[config.mk]
export PLATFORM = sky130hd
export DESIGN_NAME = fault_warning_alert_logic
export DESIGN_NICKNAME = d
export VERILOG_FILES = /design/src/hw/fwa_pkg.sv /design/src/hw/fault_warning_alert_logic.sv
export VERILOG_INCLUDE_DIRS = /design/src /design/src/hw
export SDC_FILE = /design/constraint.sdc
export NUM_CORES = 1
export LEC_CHECK = 0
export BUFFER_PORTS_ARGS = -buffer_cell sky130_fd_sc_hd__buf_2
export CELL_PAD_IN_SITES_DETAIL_PLACEMENT = 1
export CELL_PAD_IN_SITES_GLOBAL_PLACEMENT = 2
export CORE_ASPECT_RATIO = 0.7
export CORE_MARGIN = 2
export CORE_UTILIZATION = 38
export CTS_CLUSTER_DIAMETER = 150
export DETAILED_ROUTE_END_ITERATION = 8
export PLACE_DENSITY_LB_ADDON = 0.1
export SETUP_SLACK_MARGIN = 0.05
export SYNTH_ARGS = -nofsm -noshare
export SYNTH_HDL_FRONTEND = slang
export SYNTH_SLANG_ARGS = --single-unit
[constraint.sdc]
create_clock -name MCLK -period 4.28 [get_ports MCLK]
set_clock_uncertainty 0.05 [all_clocks]
set_input_delay 0.642 -clock MCLK [delete_from_list [all_inputs] [get_ports MCLK]]
set_output_delay 0.642 -clock MCLK [all_outputs]
set_load 0.02 [all_outputs]
[src/hw/fwa_defines.svh]
// register offsets, field positions, reset values and code constants
// assumes inclusion by the alert block and the test bench only
`ifndef FWA_DEFINES_SVH
`define FWA_DEFINES_SVH

// register byte offsets
`define OFS_CONTROL 8'h00
`define OFS_STATUS 8'h04
`define OFS_ALERT1 8'h08
`define OFS_ALERT2 8'h0C
`define OFS_VIN_LIM 8'h10
`define OFS_VOUT_LIM 8'h14
`define OFS_IOUT_LIM 8'h18
`define OFS_IOUT_CODE 8'h1C
`define OFS_V_CODE 8'h20
`define OFS_LIVE 8'h24

// control, alert polarity and second current limit direction fields
`define CTL_CLEAR_BIT 0
`define CTL_RANGE_BIT 1
`define CTL_ON_BIT 7
`define ALERT_INV_BIT 16
`define W2_UNDER_BIT 31

// status bit positions
`define ST_UV_FAULT 0
`define ST_OV_FAULT 1
`define ST_OC_TIMEOUT 2
`define ST_COMM_ERR 3
`define ST_REG_ACTIVE 4
`define ST_IOUT_OC 5
`define ST_IOUT_W2 6
`define ST_VIN_UV 7
`define ST_VIN_OV 8
`define ST_VOUT_UV 9
`define ST_VOUT_OV 10
`define ST_FET_BAD 11

// reset values
`define RST_OV_LIMIT 12'hFFF
`define RST_UV_LIMIT 12'h000
`define RST_W2_LIMIT 12'h000
`define RST_ALERT1_EN 12'h000
`define RST_ALERT2_EN 12'h800

// code scaling: current zero at mid code, steps in stated units
`define CUR_ZERO_CODE 12'h800
`define CUR_STEP_NV 12400
`define V_STEP_LOW_UV 1488
`define V_STEP_HIGH_UV 5208

// alert response exchange and bus response codes
`define ARA_ADDR 7'h0C
`define ARA_READ_BYTE 8'h19
`define RESP_OKAY 2'h0
`define RESP_SLVERR 2'h2

`endif

[src/hw/fwa_pkg.sv]
// types of the fault, warning and alert block
// assumes fwa_defines.svh for the numbers; types only here
package fwa_pkg;

  typedef enum logic [2:0] {
    ARA_IDLE,
    ARA_ADDR,
    ARA_ACK,
    ARA_SEND,
    ARA_WAIT
  } ara_t;

  typedef struct packed {
    logic [4:0] pin_s1;
    logic [4:0] pin_s2;
    logic scl_s1;
    logic scl_s2;
    logic scl_q;
    logic sda_s1;
    logic sda_s2;
    logic sda_q;
    logic [11:0] status;
    logic [11:0] en1;
    logic [11:0] en2;
    logic inv1;
    logic inv2;
    logic [1:0] alert;
    logic op_on;
    logic tripped;
    logic v_range;
    logic w2_under;
    logic [11:0] vin_ov;
    logic [11:0] vin_uv;
    logic [11:0] vout_ov;
    logic [11:0] vout_uv;
    logic [11:0] iout_oc;
    logic [11:0] iout_w2;
    logic [11:0] iout_code;
    logic [11:0] vin_code;
    logic [11:0] vout_code;
    ara_t ara;
    logic [7:0] shreg;
    logic [3:0] bitcnt;
    logic sda_oe;
    logic aw_full;
    logic [7:0] aw_addr;
    logic w_full;
    logic [31:0] w_data;
    logic [3:0] w_strb;
    logic bvalid;
    logic [1:0] bresp;
    logic rvalid;
    logic [31:0] rdata;
    logic [1:0] rresp;
  } state_t;

endpackage

[src/hw/fault_warning_alert_logic.sv]
// fault/warning status latching, alert pins and alert response answer
// assumes: AXI4-Lite master on MCLK, ADC codes on MCLK with a strobe,
// fault comparators, bus clock and data arriving from outside MCLK
//
// Local design decisions: register access over AXI4-Lite and the register addresses.
`include "fwa_defines.svh"

// Behaviour
// current codes are 12-bit offset binary, 2048 zero, 12.4 uV steps
// voltage is (code plus half) times 1.488 mV or 5.208 mV step
// reading back codes returns the raw converter output unchanged
// undervoltage, overvoltage, overcurrent timeout are faults; all turn output off
// fault detection always runs and no setting can disable it
// status bits read 1 when active and latch until cleared
// clear or off-then-on clears a bit only if condition is gone
// nine warnings never change the output state
// alert pins released at power-up, first alert has nothing enabled
// second alert has transistor health-bad enabled from power-up
// enabled event drives alert active, low unless inverted
// alert asserts only on an enabled bit going 0 to 1
// alerts assert independently but always deassert together
// clear deasserts alerts; persistent bits need a new event
// next out-of-limit sample after a clear raises a new alert
// host reads address 0x0C; alerting device returns own 7-bit address
// lowest address wins arbitration; only the winner releases alert
// winner releases alert during the acknowledge bit after the address
// host repeats alert response reads while the alert line stays low
// single-device host may read status then clear faults
// warnings need strictly above or strictly below the threshold
// alert response leaves latched status bits unchanged
module fault_warning_alert_logic #(
  parameter logic [6:0] DEV_ADDR = 7'h10
) (
  // clock and reset
  input wire logic MCLK,
  input wire logic SRST,
  // axi4-lite write address and data
  input wire logic [7:0] S_AXI_AWADDR,
  input wire logic S_AXI_AWVALID,
  output logic S_AXI_AWREADY,
  input wire logic [31:0] S_AXI_WDATA,
  input wire logic [3:0] S_AXI_WSTRB,
  input wire logic S_AXI_WVALID,
  output logic S_AXI_WREADY,
  // axi4-lite write response
  output logic [1:0] S_AXI_BRESP,
  output logic S_AXI_BVALID,
  input wire logic S_AXI_BREADY,
  // axi4-lite read
  input wire logic [7:0] S_AXI_ARADDR,
  input wire logic S_AXI_ARVALID,
  output logic S_AXI_ARREADY,
  output logic [31:0] S_AXI_RDATA,
  output logic [1:0] S_AXI_RRESP,
  output logic S_AXI_RVALID,
  input wire logic S_AXI_RREADY,
  // analog fault and status pins, asynchronous
  input wire logic UV_FAULT_IN,
  input wire logic OV_FAULT_IN,
  input wire logic OC_TIMEOUT_IN,
  input wire logic REGULATION_ACTIVE_IN,
  input wire logic FET_HEALTH_BAD_IN,
  // bus error event from the command interface, on MCLK
  input wire logic COMM_ERROR_EVENT,
  // converter samples, on MCLK
  input wire logic ADC_VALID,
  input wire logic [11:0] ADC_IOUT_CODE,
  input wire logic [11:0] ADC_V_CODE,
  input wire logic ADC_V_IS_VOUT,
  // hot-swap output enable
  output logic HOT_SWAP_ON,
  // open-drain alert pins
  output logic FIRST_ALERT_O,
  output logic FIRST_ALERT_OE,
  output logic SECOND_ALERT_O,
  output logic SECOND_ALERT_OE,
  // smbus pins
  input wire logic SCL_IN,
  input wire logic SDA_IN,
  output logic SDA_O,
  output logic SDA_OE
);

  fwa_pkg::state_t s;
  fwa_pkg::state_t next_s;
  logic [11:0] cond;
  logic [11:0] rise;
  logic [11:0] base_status;
  logic [32:0] rd;
  logic [31:0] wd;
  logic clr;
  logic ara_win;
  logic scl_rise;
  logic scl_fall;
  logic bus_start;
  logic bus_stop;

  // register view: bit 32 flags a mapped address
  function automatic logic [32:0] reg_read(input fwa_pkg::state_t st,
                                          input logic [7:0] a);
    logic [32:0] r;
    r = {1'b1, 32'h0000_0000};
    case (a)
      `OFS_CONTROL: begin
        r[`CTL_ON_BIT] = st.op_on;
        r[`CTL_RANGE_BIT] = st.v_range;
      end
      `OFS_STATUS: r[11:0] = st.status;
      `OFS_ALERT1: begin
        r[11:0] = st.en1;
        r[`ALERT_INV_BIT] = st.inv1;
      end
      `OFS_ALERT2: begin
        r[11:0] = st.en2;
        r[`ALERT_INV_BIT] = st.inv2;
      end
      `OFS_VIN_LIM: r[31:0] = {4'h0, st.vin_uv, 4'h0, st.vin_ov};
      `OFS_VOUT_LIM: r[31:0] = {4'h0, st.vout_uv, 4'h0, st.vout_ov};
      `OFS_IOUT_LIM: begin
        r[31:0] = {4'h0, st.iout_w2, 4'h0, st.iout_oc};
        r[`W2_UNDER_BIT] = st.w2_under;
      end
      // raw codes
      `OFS_IOUT_CODE: r[11:0] = st.iout_code;
      `OFS_V_CODE: r[31:0] = {4'h0, st.vout_code, 4'h0, st.vin_code};
      `OFS_LIVE: r[3:0] = {st.tripped, st.op_on & ~st.tripped, st.alert};
      default: r = {1'b0, 32'h0000_0000};
    endcase
    return r;
  endfunction

  // byte-lane merge of a write into the current value
  function automatic logic [31:0] wmerge(input logic [31:0] old,
                                         input logic [31:0] d,
                                         input logic [3:0] strb);
    logic [31:0] m;
    m = old;
    for (int i = 0; i < 4; i++) begin
      m[i*8 +: 8] = strb[i] ? d[i*8 +: 8] : old[i*8 +: 8];
    end
    return m;
  endfunction

  // whole next state; order: syncs, bus slave, response link, status
  always_comb begin
    next_s = s;
    clr = 1'b0;
    ara_win = 1'b0;
    cond = 12'h000;
    rd = 33'h0_0000_0000;
    wd = 32'h0000_0000;
    // two-stage synchronisers, first stage feeds only the second
    next_s.pin_s1 = {FET_HEALTH_BAD_IN, REGULATION_ACTIVE_IN,
                     OC_TIMEOUT_IN, OV_FAULT_IN, UV_FAULT_IN};
    next_s.pin_s2 = s.pin_s1;
    next_s.scl_s1 = SCL_IN;
    next_s.scl_s2 = s.scl_s1;
    next_s.scl_q = s.scl_s2;
    next_s.sda_s1 = SDA_IN;
    next_s.sda_s2 = s.sda_s1;
    next_s.sda_q = s.sda_s2;

    // address and data are taken independently and held
    if (S_AXI_AWVALID && !s.aw_full) begin
      next_s.aw_full = 1'b1;
      next_s.aw_addr = S_AXI_AWADDR;
    end
    if (S_AXI_WVALID && !s.w_full) begin
      next_s.w_full = 1'b1;
      next_s.w_data = S_AXI_WDATA;
      next_s.w_strb = S_AXI_WSTRB;
    end
    next_s.bvalid = s.bvalid && !S_AXI_BREADY;
    if (s.aw_full && s.w_full && !s.bvalid) begin
      rd = reg_read(s, s.aw_addr);
      wd = wmerge(rd[31:0], s.w_data, s.w_strb);
      next_s.aw_full = 1'b0;
      next_s.w_full = 1'b0;
      next_s.bvalid = 1'b1;
      next_s.bresp = rd[32] ? `RESP_OKAY : `RESP_SLVERR;
      case (s.aw_addr)
        `OFS_CONTROL: begin
          // clear command or off-then-on
          clr = (wd[`CTL_CLEAR_BIT] && s.w_strb[0]) ||
                (wd[`CTL_ON_BIT] && !s.op_on);
          next_s.op_on = wd[`CTL_ON_BIT];
          next_s.v_range = wd[`CTL_RANGE_BIT];
        end
        `OFS_ALERT1: begin
          next_s.en1 = wd[11:0];
          next_s.inv1 = wd[`ALERT_INV_BIT];
        end
        `OFS_ALERT2: begin
          next_s.en2 = wd[11:0];
          next_s.inv2 = wd[`ALERT_INV_BIT];
        end
        `OFS_VIN_LIM: begin
          next_s.vin_ov = wd[11:0];
          next_s.vin_uv = wd[27:16];
        end
        `OFS_VOUT_LIM: begin
          next_s.vout_ov = wd[11:0];
          next_s.vout_uv = wd[27:16];
        end
        `OFS_IOUT_LIM: begin
          next_s.iout_oc = wd[11:0];
          next_s.iout_w2 = wd[27:16];
          next_s.w2_under = wd[`W2_UNDER_BIT];
        end
        default: ;
      endcase
    end
    next_s.rvalid = s.rvalid && !S_AXI_RREADY;
    if (S_AXI_ARVALID && !s.rvalid) begin
      rd = reg_read(s, S_AXI_ARADDR);
      next_s.rvalid = 1'b1;
      next_s.rdata = rd[31:0];
      next_s.rresp = rd[32] ? `RESP_OKAY : `RESP_SLVERR;
    end

    // alert response slave: only the 0x0C read is answered here
    case (s.ara)
      fwa_pkg::ARA_ADDR: begin
        if (scl_rise) begin
          next_s.shreg = {s.shreg[6:0], s.sda_s2};
          next_s.bitcnt = s.bitcnt + 4'h1;
        end else if (scl_fall && s.bitcnt == 4'h8) begin
          // acknowledge only while alerting
          if (s.shreg == `ARA_READ_BYTE && |s.alert) begin
            next_s.ara = fwa_pkg::ARA_ACK;
            next_s.sda_oe = 1'b1;
          end else begin
            next_s.ara = fwa_pkg::ARA_WAIT;
          end
        end
      end
      fwa_pkg::ARA_ACK: begin
        if (scl_fall) begin
          next_s.ara = fwa_pkg::ARA_SEND;
          next_s.shreg = {DEV_ADDR, 1'b1};
          next_s.sda_oe = ~DEV_ADDR[6];
          next_s.bitcnt = 4'h0;
        end
      end
      fwa_pkg::ARA_SEND: begin
        if (scl_rise) begin
          // a released one seen low loses arbitration
          if (s.shreg[7] && !s.sda_s2) begin
            next_s.ara = fwa_pkg::ARA_WAIT;
            next_s.sda_oe = 1'b0;
          end
          next_s.bitcnt = s.bitcnt + 4'h1;
        end else if (scl_fall) begin
          if (s.bitcnt == 4'h8) begin
            // release at the start of the acknowledge bit
            ara_win = 1'b1;
            next_s.sda_oe = 1'b0;
            next_s.ara = fwa_pkg::ARA_WAIT;
          end else begin
            next_s.shreg = {s.shreg[6:0], 1'b1};
            next_s.sda_oe = ~s.shreg[6];
          end
        end
      end
      default: ;
    endcase
    // start and stop override any byte in progress
    if (bus_start) begin
      next_s.ara = fwa_pkg::ARA_ADDR;
      next_s.bitcnt = 4'h0;
      next_s.sda_oe = 1'b0;
    end else if (bus_stop) begin
      next_s.ara = fwa_pkg::ARA_IDLE;
      next_s.sda_oe = 1'b0;
    end

    // faults come straight from pins, no mask anywhere
    cond[`ST_UV_FAULT] = s.pin_s2[0];
    cond[`ST_OV_FAULT] = s.pin_s2[1];
    cond[`ST_OC_TIMEOUT] = s.pin_s2[2];
    cond[`ST_COMM_ERR] = COMM_ERROR_EVENT;
    cond[`ST_REG_ACTIVE] = s.pin_s2[3];
    cond[`ST_FET_BAD] = s.pin_s2[4];
    if (ADC_VALID) begin
      // codes kept as sampled; R01 R02 scaling is left to software
      next_s.iout_code = ADC_IOUT_CODE;
      // strict comparisons; monitor warnings are per sample
      cond[`ST_IOUT_OC] = ADC_IOUT_CODE > s.iout_oc;
      cond[`ST_IOUT_W2] = s.w2_under ? (ADC_IOUT_CODE < s.iout_w2)
                                     : (ADC_IOUT_CODE > s.iout_w2);
      if (ADC_V_IS_VOUT) begin
        next_s.vout_code = ADC_V_CODE;
        cond[`ST_VOUT_UV] = ADC_V_CODE < s.vout_uv;
        cond[`ST_VOUT_OV] = ADC_V_CODE > s.vout_ov;
      end else begin
        next_s.vin_code = ADC_V_CODE;
        cond[`ST_VIN_UV] = ADC_V_CODE < s.vin_uv;
        cond[`ST_VIN_OV] = ADC_V_CODE > s.vin_ov;
      end
    end

    // latch; a clear keeps any bit whose cause is present in the clear cycle
    base_status = clr ? 12'h000 : s.status;
    next_s.status = base_status | cond;
    // alert response does not touch status
    // only fresh 0 to 1 transitions make an alert
    rise = cond & ~s.status;
    // independent set, common clear, set beats clear
    next_s.alert[0] = ((clr || ara_win) ? 1'b0 : s.alert[0]) |
                      (|(rise & s.en1));
    next_s.alert[1] = ((clr || ara_win) ? 1'b0 : s.alert[1]) |
                      (|(rise & s.en2));
    // any fault trips the output; R08 warnings never reach it
    next_s.tripped = (s.tripped && !(clr && next_s.op_on)) ||
                     (|cond[`ST_OC_TIMEOUT:`ST_UV_FAULT]);
  end

  // edge and frame detection on synchronised bus lines
  assign scl_rise = s.scl_s2 && !s.scl_q;
  assign scl_fall = !s.scl_s2 && s.scl_q;
  assign bus_start = s.scl_s2 && s.scl_q && s.sda_q && !s.sda_s2;
  assign bus_stop = s.scl_s2 && s.scl_q && !s.sda_q && s.sda_s2;

  // single state register; limits except the second current limit start at the disabling extremes
  always_ff @(posedge MCLK) begin
    if (SRST) begin
      next_s_reset();
    end else begin
      s <= next_s;
    end
  end

  // reset image kept in one place for readability
  task automatic next_s_reset();
    s <= '0;
    s.op_on <= 1'b1;
    {s.vin_ov, s.vout_ov, s.iout_oc} <= {3{`RST_OV_LIMIT}};
    {s.vin_uv, s.vout_uv} <= {2{`RST_UV_LIMIT}};
    s.iout_w2 <= `RST_W2_LIMIT;
    // nothing on the first alert, pins released
    s.en1 <= `RST_ALERT1_EN;
    // health-bad on the second alert
    s.en2 <= `RST_ALERT2_EN;
    s.ara <= fwa_pkg::ARA_IDLE;
    // bus lines idle high, so no false edge follows reset
    {s.scl_s1, s.scl_s2, s.scl_q} <= 3'h7;
    {s.sda_s1, s.sda_s2, s.sda_q} <= 3'h7;
  endtask

  // bus slave outputs
  assign S_AXI_AWREADY = !s.aw_full;
  assign S_AXI_WREADY = !s.w_full;
  assign S_AXI_BVALID = s.bvalid;
  assign S_AXI_BRESP = s.bresp;
  assign S_AXI_ARREADY = !s.rvalid;
  assign S_AXI_RVALID = s.rvalid;
  assign S_AXI_RDATA = s.rdata;
  assign S_AXI_RRESP = s.rresp;

  // open drain: inverted mode pulls low while inactive
  assign FIRST_ALERT_O = 1'b0;
  assign FIRST_ALERT_OE = s.alert[0] ^ s.inv1;
  assign SECOND_ALERT_O = 1'b0;
  assign SECOND_ALERT_OE = s.alert[1] ^ s.inv2;
  assign SDA_O = 1'b0;
  assign SDA_OE = s.sda_oe;
  assign HOT_SWAP_ON = s.op_on && !s.tripped;

endmodule

==> summary.txt, run 1 <==
Wire length per cell = 25.1 µm
First-pass GRT wire length = 83100 µm
RSZ-0062 raised after global routing = false
DRT Wirelength = 55800 µm
Slew Limit Fails = 0
Crit path max fanout = 14
HP Class = primary input to register
MaxCap Viol Count = 0
Met1 GRT Util = 45.5%
IO Pins = 141
Hold Path Depth = 2
WHS Endpoint = next_s[256]
Port-buffer cells = 121
Placer Congestion = 0.926
# rows = 57
Synth Cell Area = 13400 µm²
Grt met3 use = 9.78%
Initial antenna violation count = 3
Final period util = 79.5%
Post-CTS Hold Buffers = 0
Drt first pass iters = 8
CTS tree = done
Met2 Use GR = 40.5%
Worst slew pin tran = 1160 ps
Worst setup SP type = register
Fillcell total = 4249
Final nets = 1902
H-tree depth reported by CTS = 1
RR Startpoint = s[79]
Hold Fails Final Rpt = 0
CP Capture Type = register
TritonCTS Buffers = 27
Root buffer cell = clkbuf_16
Mapped Cells = 1674
Fin crit period = 3400 ps
Post-DRT Antenna Nets = 0
Setup TNS = 0 ps
Longest Clk Path Bufs = 3
Total Routing Usage GR = 29.9%
Via density per instance = 5.85
Outcome = finished, final reports clean
Cts repair resizes = 0
YS warnings = 0
Starting Density = 38.6%
Skew-Pair Late Insertion Delay = 570 ps
R2r setup slk = 880 ps
FF/Latch Area = 5040 µm²
Placed inst area = 14200 µm²
Arr. time, crit path = 3850 ps
Gr busiest metal = met1
Post-CTS setup buffers = 0
Power Density = 364 nW/µm²
Antenna cells = 0
Largest net degree at the start of global routing = 115
Multi-input logic area = 7330 µm²
Total number of vias = 13000
HPWL Detailed = 41000 µm
Worst vdd ir = 0.223 mV
Die width = 228 µm
Die H = 161 µm
Pleak = 0.00618 µW
Hold Crit Start = SCL_IN
Crit Path Category = register to register
Synth area leader = dfxtp_1
CORE AREA = 34700 µm²
Syn_area_per_cell = 8.00 µm²
Initial DRC count = 1553
Post-synth top area share = 37.7%
Clock Pin Slew Worst Setup and Hold Paths = 60 ps
Vias in the first global route = 12600
Async set-reset flop share out of synthesis = 0%
Main synth FF type = dfxtp_1
Finish-stage setup viols = 0
Final instance area = 15100 µm²
Register bit total from synthesis = 252
Worst endpoint required time = 4720 ps
CTS sink cnt = 252
Post-synth EDFFs = 0
Layout cells sized above 1 = 13.7%
Relative slew slack = 22.5%
Area growth syn-to-layout = 13.1%
Die Area = 36800 µm²
DRC Markers = 0
Global route overflow = 0
Worst r2r dst = s[189]
Worst Reg-to-Reg Cells = 6
Synth top area cells = dfxtp_1 (38%), nand2_1 (8.5%), a21oi_1 (7.7%)
Max Fclk = 0.294 GHz
Sequential-to-total area share from yosys stat = 37.7%
Yosys cell types = 74
worst max-delay path: stages (launching register included):
cell	delay, ps
dfxtp_1	640
nor4b_4	610
and2_1	800
and2_1	700
buf_4	320
nand2_1	80
a21oi_1	130
power by group:
group / switching, µW / internal, µW
logic: 349 / 184
clock network: 1030 / 1450
registers: 88.5 / 2410
Yosys cell counts, types with 3 or more instances:
library cell and count:
a2111oi_0 5, a221oi_1 20, buf_2 20, and3_1 8
and4_1 4, xor2_1 5, o211ai_1 25, dfxtp_1 252
buf_6 4, and3b_1 5, nor3_1 27, nand2_1 304
or2_2 5, a21o_1 5, nor4b_4 4, a21oi_1 205
mux2i_1 34, a211oi_1 17, a32oi_1 4, a31oi_1 13
o21ai_0 39, nand3_1 31, inv_1 87, a22o_1 9
mux2_2 13, nand4_1 20, and2_1 13, a22oi_1 19
a222oi_1 40, nand2b_1 10, or2_1 3, nor4_1 7
buf_1 5, o21a_1 4, clkbuf_1 69, nand3b_1 7
nor2_1 143, nor2b_1 29, ha_1 75, buf_4 41
flip-flops by register name, indices dropped and copies added, names as in the netlist:
| signal | cells |
|---|---|
| S_AXI_RRESP | 1 |
| S_AXI_BVALID | 1 |
| S_AXI_BRESP | 1 |
| S_AXI_RDATA | 25 |
| SDA_OE | 1 |
| S_AXI_RVALID | 1 |
| cond | 5 |
| s | 208 |
| next_s | 9 |
cell usage in the layout (no fill, tap or decap), types with 5 or more instances in the layout:
cell / n
a2111oi_0: 5
nand4_1: 20
buf_2: 120
o21ai_0: 39
ha_1: 75
xor2_1: 5
clkbuf_16: 27
mux2i_1: 34
buf_4: 37
a21oi_1: 205
nand3_1: 31
or2_2: 5
inv_1: 87
a22o_1: 9
a221oi_1: 20
nand3b_1: 7
nor2_1: 143
a21o_1: 5
and3b_1: 5
clkbuf_8: 10
mux2_2: 13
and2_1: 13
a31oi_1: 13
conb_1: 12
nor2b_1: 28
nor4_1: 7
dfxtp_1: 252
nand2_1: 304
a211oi_1: 17
a222oi_1: 40
a22oi_1: 19
nor3_1: 25
o211ai_1: 25
nand2b_1: 10
and3_1: 8
worst max-delay path by stage:
stage                      from             end  depth (start not counted)  slack, ps
6_report                  s[79]          s[189]                          6        880
4_1_cts                   s[79]          s[195]                          6        970
3_3_place_gp    S_AXI_ARADDR[7]  S_AXI_RDATA[8]                          9        890
3_5_place_dp    S_AXI_ARADDR[7]  S_AXI_RDATA[8]                          9        850
5_1_grt                   s[79]          s[189]                          6        760
2_1_floorplan  ADC_IOUT_CODE[7]          s[213]                          7       1530
layer usage:
layer / share of wire, % / routed length (µm)
met5: 0.041 / 23
met4: 2.1 / 1170
met3: 12 / 6750
met2: 38 / 21100
met1: 48 / 26700
final cells by class:
class	count	share of cell area [%]
inverter	88	2.18
sequential	252	33.3
clock buffer	41	5.47
multi-input combinational	1206	48.5
timing repair buffer	159	6.01
clock inverter	8	0.637
tap	472	3.90
through the flow:
stage / instances / worst slack (ps) / util, % / total power, µW / hold slack, ps
floorplan: 1685 / 1530 / - / 2850 / 339
global placement: 2177 / 886 / 41.0 / 3060 / 351
detailed placement: 2177 / 849 / 41.0 / 3070 / 346
CTS: 2226 / 965 / 43.7 / 5540 / 178
global route: 2226 / 758 / 43.7 / 5710 / 194
finish: 2226 / 876 / 43.7 / 5510 / 202
kinds of logic (layout without fill, tap and decap cells):
kind of cell / after synthesis / after routing / synth area share (%)
buf+inv: 227 / 296 / 7.93
simple gates: 633 / 633 / 21.8
flops: 252 / 252 / 37.7
xor+xnor: 7 / 7 / 0.458
compound gates: 430 / 430 / 21.1
other cells: 1 / 12 / 0.0280
fa+ha+maj: 75 / 75 / 7.01
mux: 49 / 49 / 3.97
Power figures use the tool's default switching activity.
==> run 2, diff against run 1 <==
--- a/config.mk
+++ b/config.mk
@@ -11,7 +11,7 @@
 export CELL_PAD_IN_SITES_GLOBAL_PLACEMENT = 2
 export CORE_ASPECT_RATIO = 0.7
 export CORE_MARGIN = 2
-export CORE_UTILIZATION = 38
+export CORE_UTILIZATION = 35
 export CTS_CLUSTER_DIAMETER = 150
 export DETAILED_ROUTE_END_ITERATION = 8
 export PLACE_DENSITY_LB_ADDON = 0.1
==> constraint.sdc (replaced) <==
create_clock -name MCLK -period 3.5 [get_ports MCLK]
set_clock_uncertainty 0.05 [all_clocks]
set_input_delay 0.525 -clock MCLK [delete_from_list [all_inputs] [get_ports MCLK]]
set_output_delay 0.525 -clock MCLK [all_outputs]
set_load 0.02 [all_outputs]
==> run 2 against run 1 <==
Net effect:
- cell count up 1.9%
- worst hold slack worse by 120 ps
- sequential share of layout area down 0.55 points
- die area up 8.4%
- critical endpoint is now s[225]
==> summary.txt, run 2 (same netlist as run 1, synthesis figures left out) <==
Crit Path Category = register to register
CP Capture Type = register
MaxCap Viol Count = 0
Worst setup SP type = register
Total Routing Usage GR = 28.7%
Final period util = 84.0%
Power Density = 445 nW/µm²
Hold Crit Start = SDA_IN
Largest Register = s
Hold Path Depth = 2
Arr. time, crit path = 3400 ps
Worst vdd ir = 0.303 mV
Vias in the first global route = 12900
Critical Path Most Common Cell = nor2_1
Slew Limit Fails = 0
Initial DRC count = 1397
Slowest stage delay, CP = 640 ps
Area growth syn-to-layout = 14.9%
Ordered cell list for the critical path = nor4b_4, and2_1, buf_4, a221oi_1, a22o_1, nor2_1, a21oi_1, nor2_1
HPWL Detailed = 43300 µm
Worst path slowest cell = dfxtp_1
Met2 wire length = 22000 µm
Worst endpoint required time = 3960 ps
CORE AREA = 37400 µm²
Post-CTS Hold Buffers = 0
H-tree depth reported by CTS = 1
Hold Fails Final Rpt = 0
Global route overflow = 0
IO Pins = 141
Initial antenna violation count = 4
Setup TNS = 0 ps
Metal-1 WL = 28100 µm
Final nets = 1926
Pre-CTS setup slack = 360 ps
Core Util, Final = 41.1%
RSZ-0062 raised after global routing = false
DRT Wirelength = 57900 µm
Most frequent cells in the layout = nand2_1 (304), dfxtp_1 (252), a21oi_1 (205), nor2_1 (142), buf_2 (120)
Wire length per cell = 25.5 µm
Worst Reg-to-Reg Cells = 8
Die Area = 39800 µm²
Fin crit period = 2940 ps
Pleak = 0.00630 µW
# rows = 59
RR Startpoint = s[79]
R2r setup slk = 560 ps
Final worst slack = 559 ps
First-pass GRT wire length = 85000 µm
Longest Clk Path Bufs = 3
Root buffer cell = clkbuf_16
CTS sink cnt = 252
Post-DRT Antenna Nets = 0
HP Class = primary input to register
Die H = 168 µm
Post-CTS setup buffers = 0
Crit path from = s[79]
Starting Density = 35.8%
Relative slew slack = 17.4%
CTS tree = done
Largest net degree at the start of global routing = 86
Max layer used = met5
Finish-stage setup viols = 0
Metal3 WL = 6760 µm
Via density per instance = 5.82
DRC Markers = 0
Clock Pin Slew Worst Setup and Hold Paths = 60 ps
Total number of vias = 13200
Drt first pass iters = 8
Worst r2r dst = s[225]
Skew-Pair Late Insertion Delay = 570 ps
TritonCTS Buffers = 29
Die width = 238 µm
Port-buffer cells = 121
Max Fclk = 0.340 GHz
Max FFs per register = 208
Cts repair resizes = 0
Crit path max fanout = 12
Placer Congestion = 0.935
Worst slew pin tran = 1240 ps
Outcome = finished, final reports clean
Most common cell after layout, fill and taps aside = nand2_1
WHS Endpoint = next_s[253]
Layout cells sized above 1 = 14.9%
[run 2: layout make-up]
type | instances | area (µm²)
fillers | 4511 | 22000
multi-input cells | 1206 | 7330
flip-flops and latches | 252 | 5040
repair buffers | 181 | 1110
clock buffers | 38 | 800
well taps | 488 | 611
inverters | 88 | 330
clock inverters | 13 | 146
diodes | 2 | 5.00
[run 2: per-layer routing]
metal  global-route usage [%]  up-vias
li1                         -     6056
met1                     43.7     6520
met2                     37.9      551
met3                     10.3       65
met4                     5.91        2
met5                        0        -
[run 2: where the power goes]
part	switching [µW]	internal, µW
combinational	434	235
sequential	107	2940
clock	1310	1820
[run 2: stage by stage]
| stage | instance area [µm²] | total power [µW] | std cells | hold WS, ps |
|---|---|---|---|---|
| floorplan | 13400 | 3480 | 1685 | 339 |
| global placement | 14400 | 3750 | 2215 | 344 |
| detailed placement | 14400 | 3770 | 2215 | 346 |
| CTS | 15400 | 6900 | 2266 | 69.1 |
| global route | 15400 | 7110 | 2266 | 76.2 |
| finish | 15400 | 6850 | 2268 | 83.6 |
[run 2: worst max-delay path, delay by kind of cell, from the launching register on]
family	cells	cell delay (ps)
simple gates	4	1360
flops	1	640
compound gates	3	540
buf+inv	1	280
[run 2: worst max-delay path by stage]
stage                            to  slack [ps]  cells past startpoint
floorplan                    s[213]         870                      7
global placement     S_AXI_RDATA[6]         410                      9
detailed placement  S_AXI_RDATA[19]         360                      9
CTS                          s[228]         590                      7
global route                 s[213]         330                      7
finish                       s[225]         560                      8
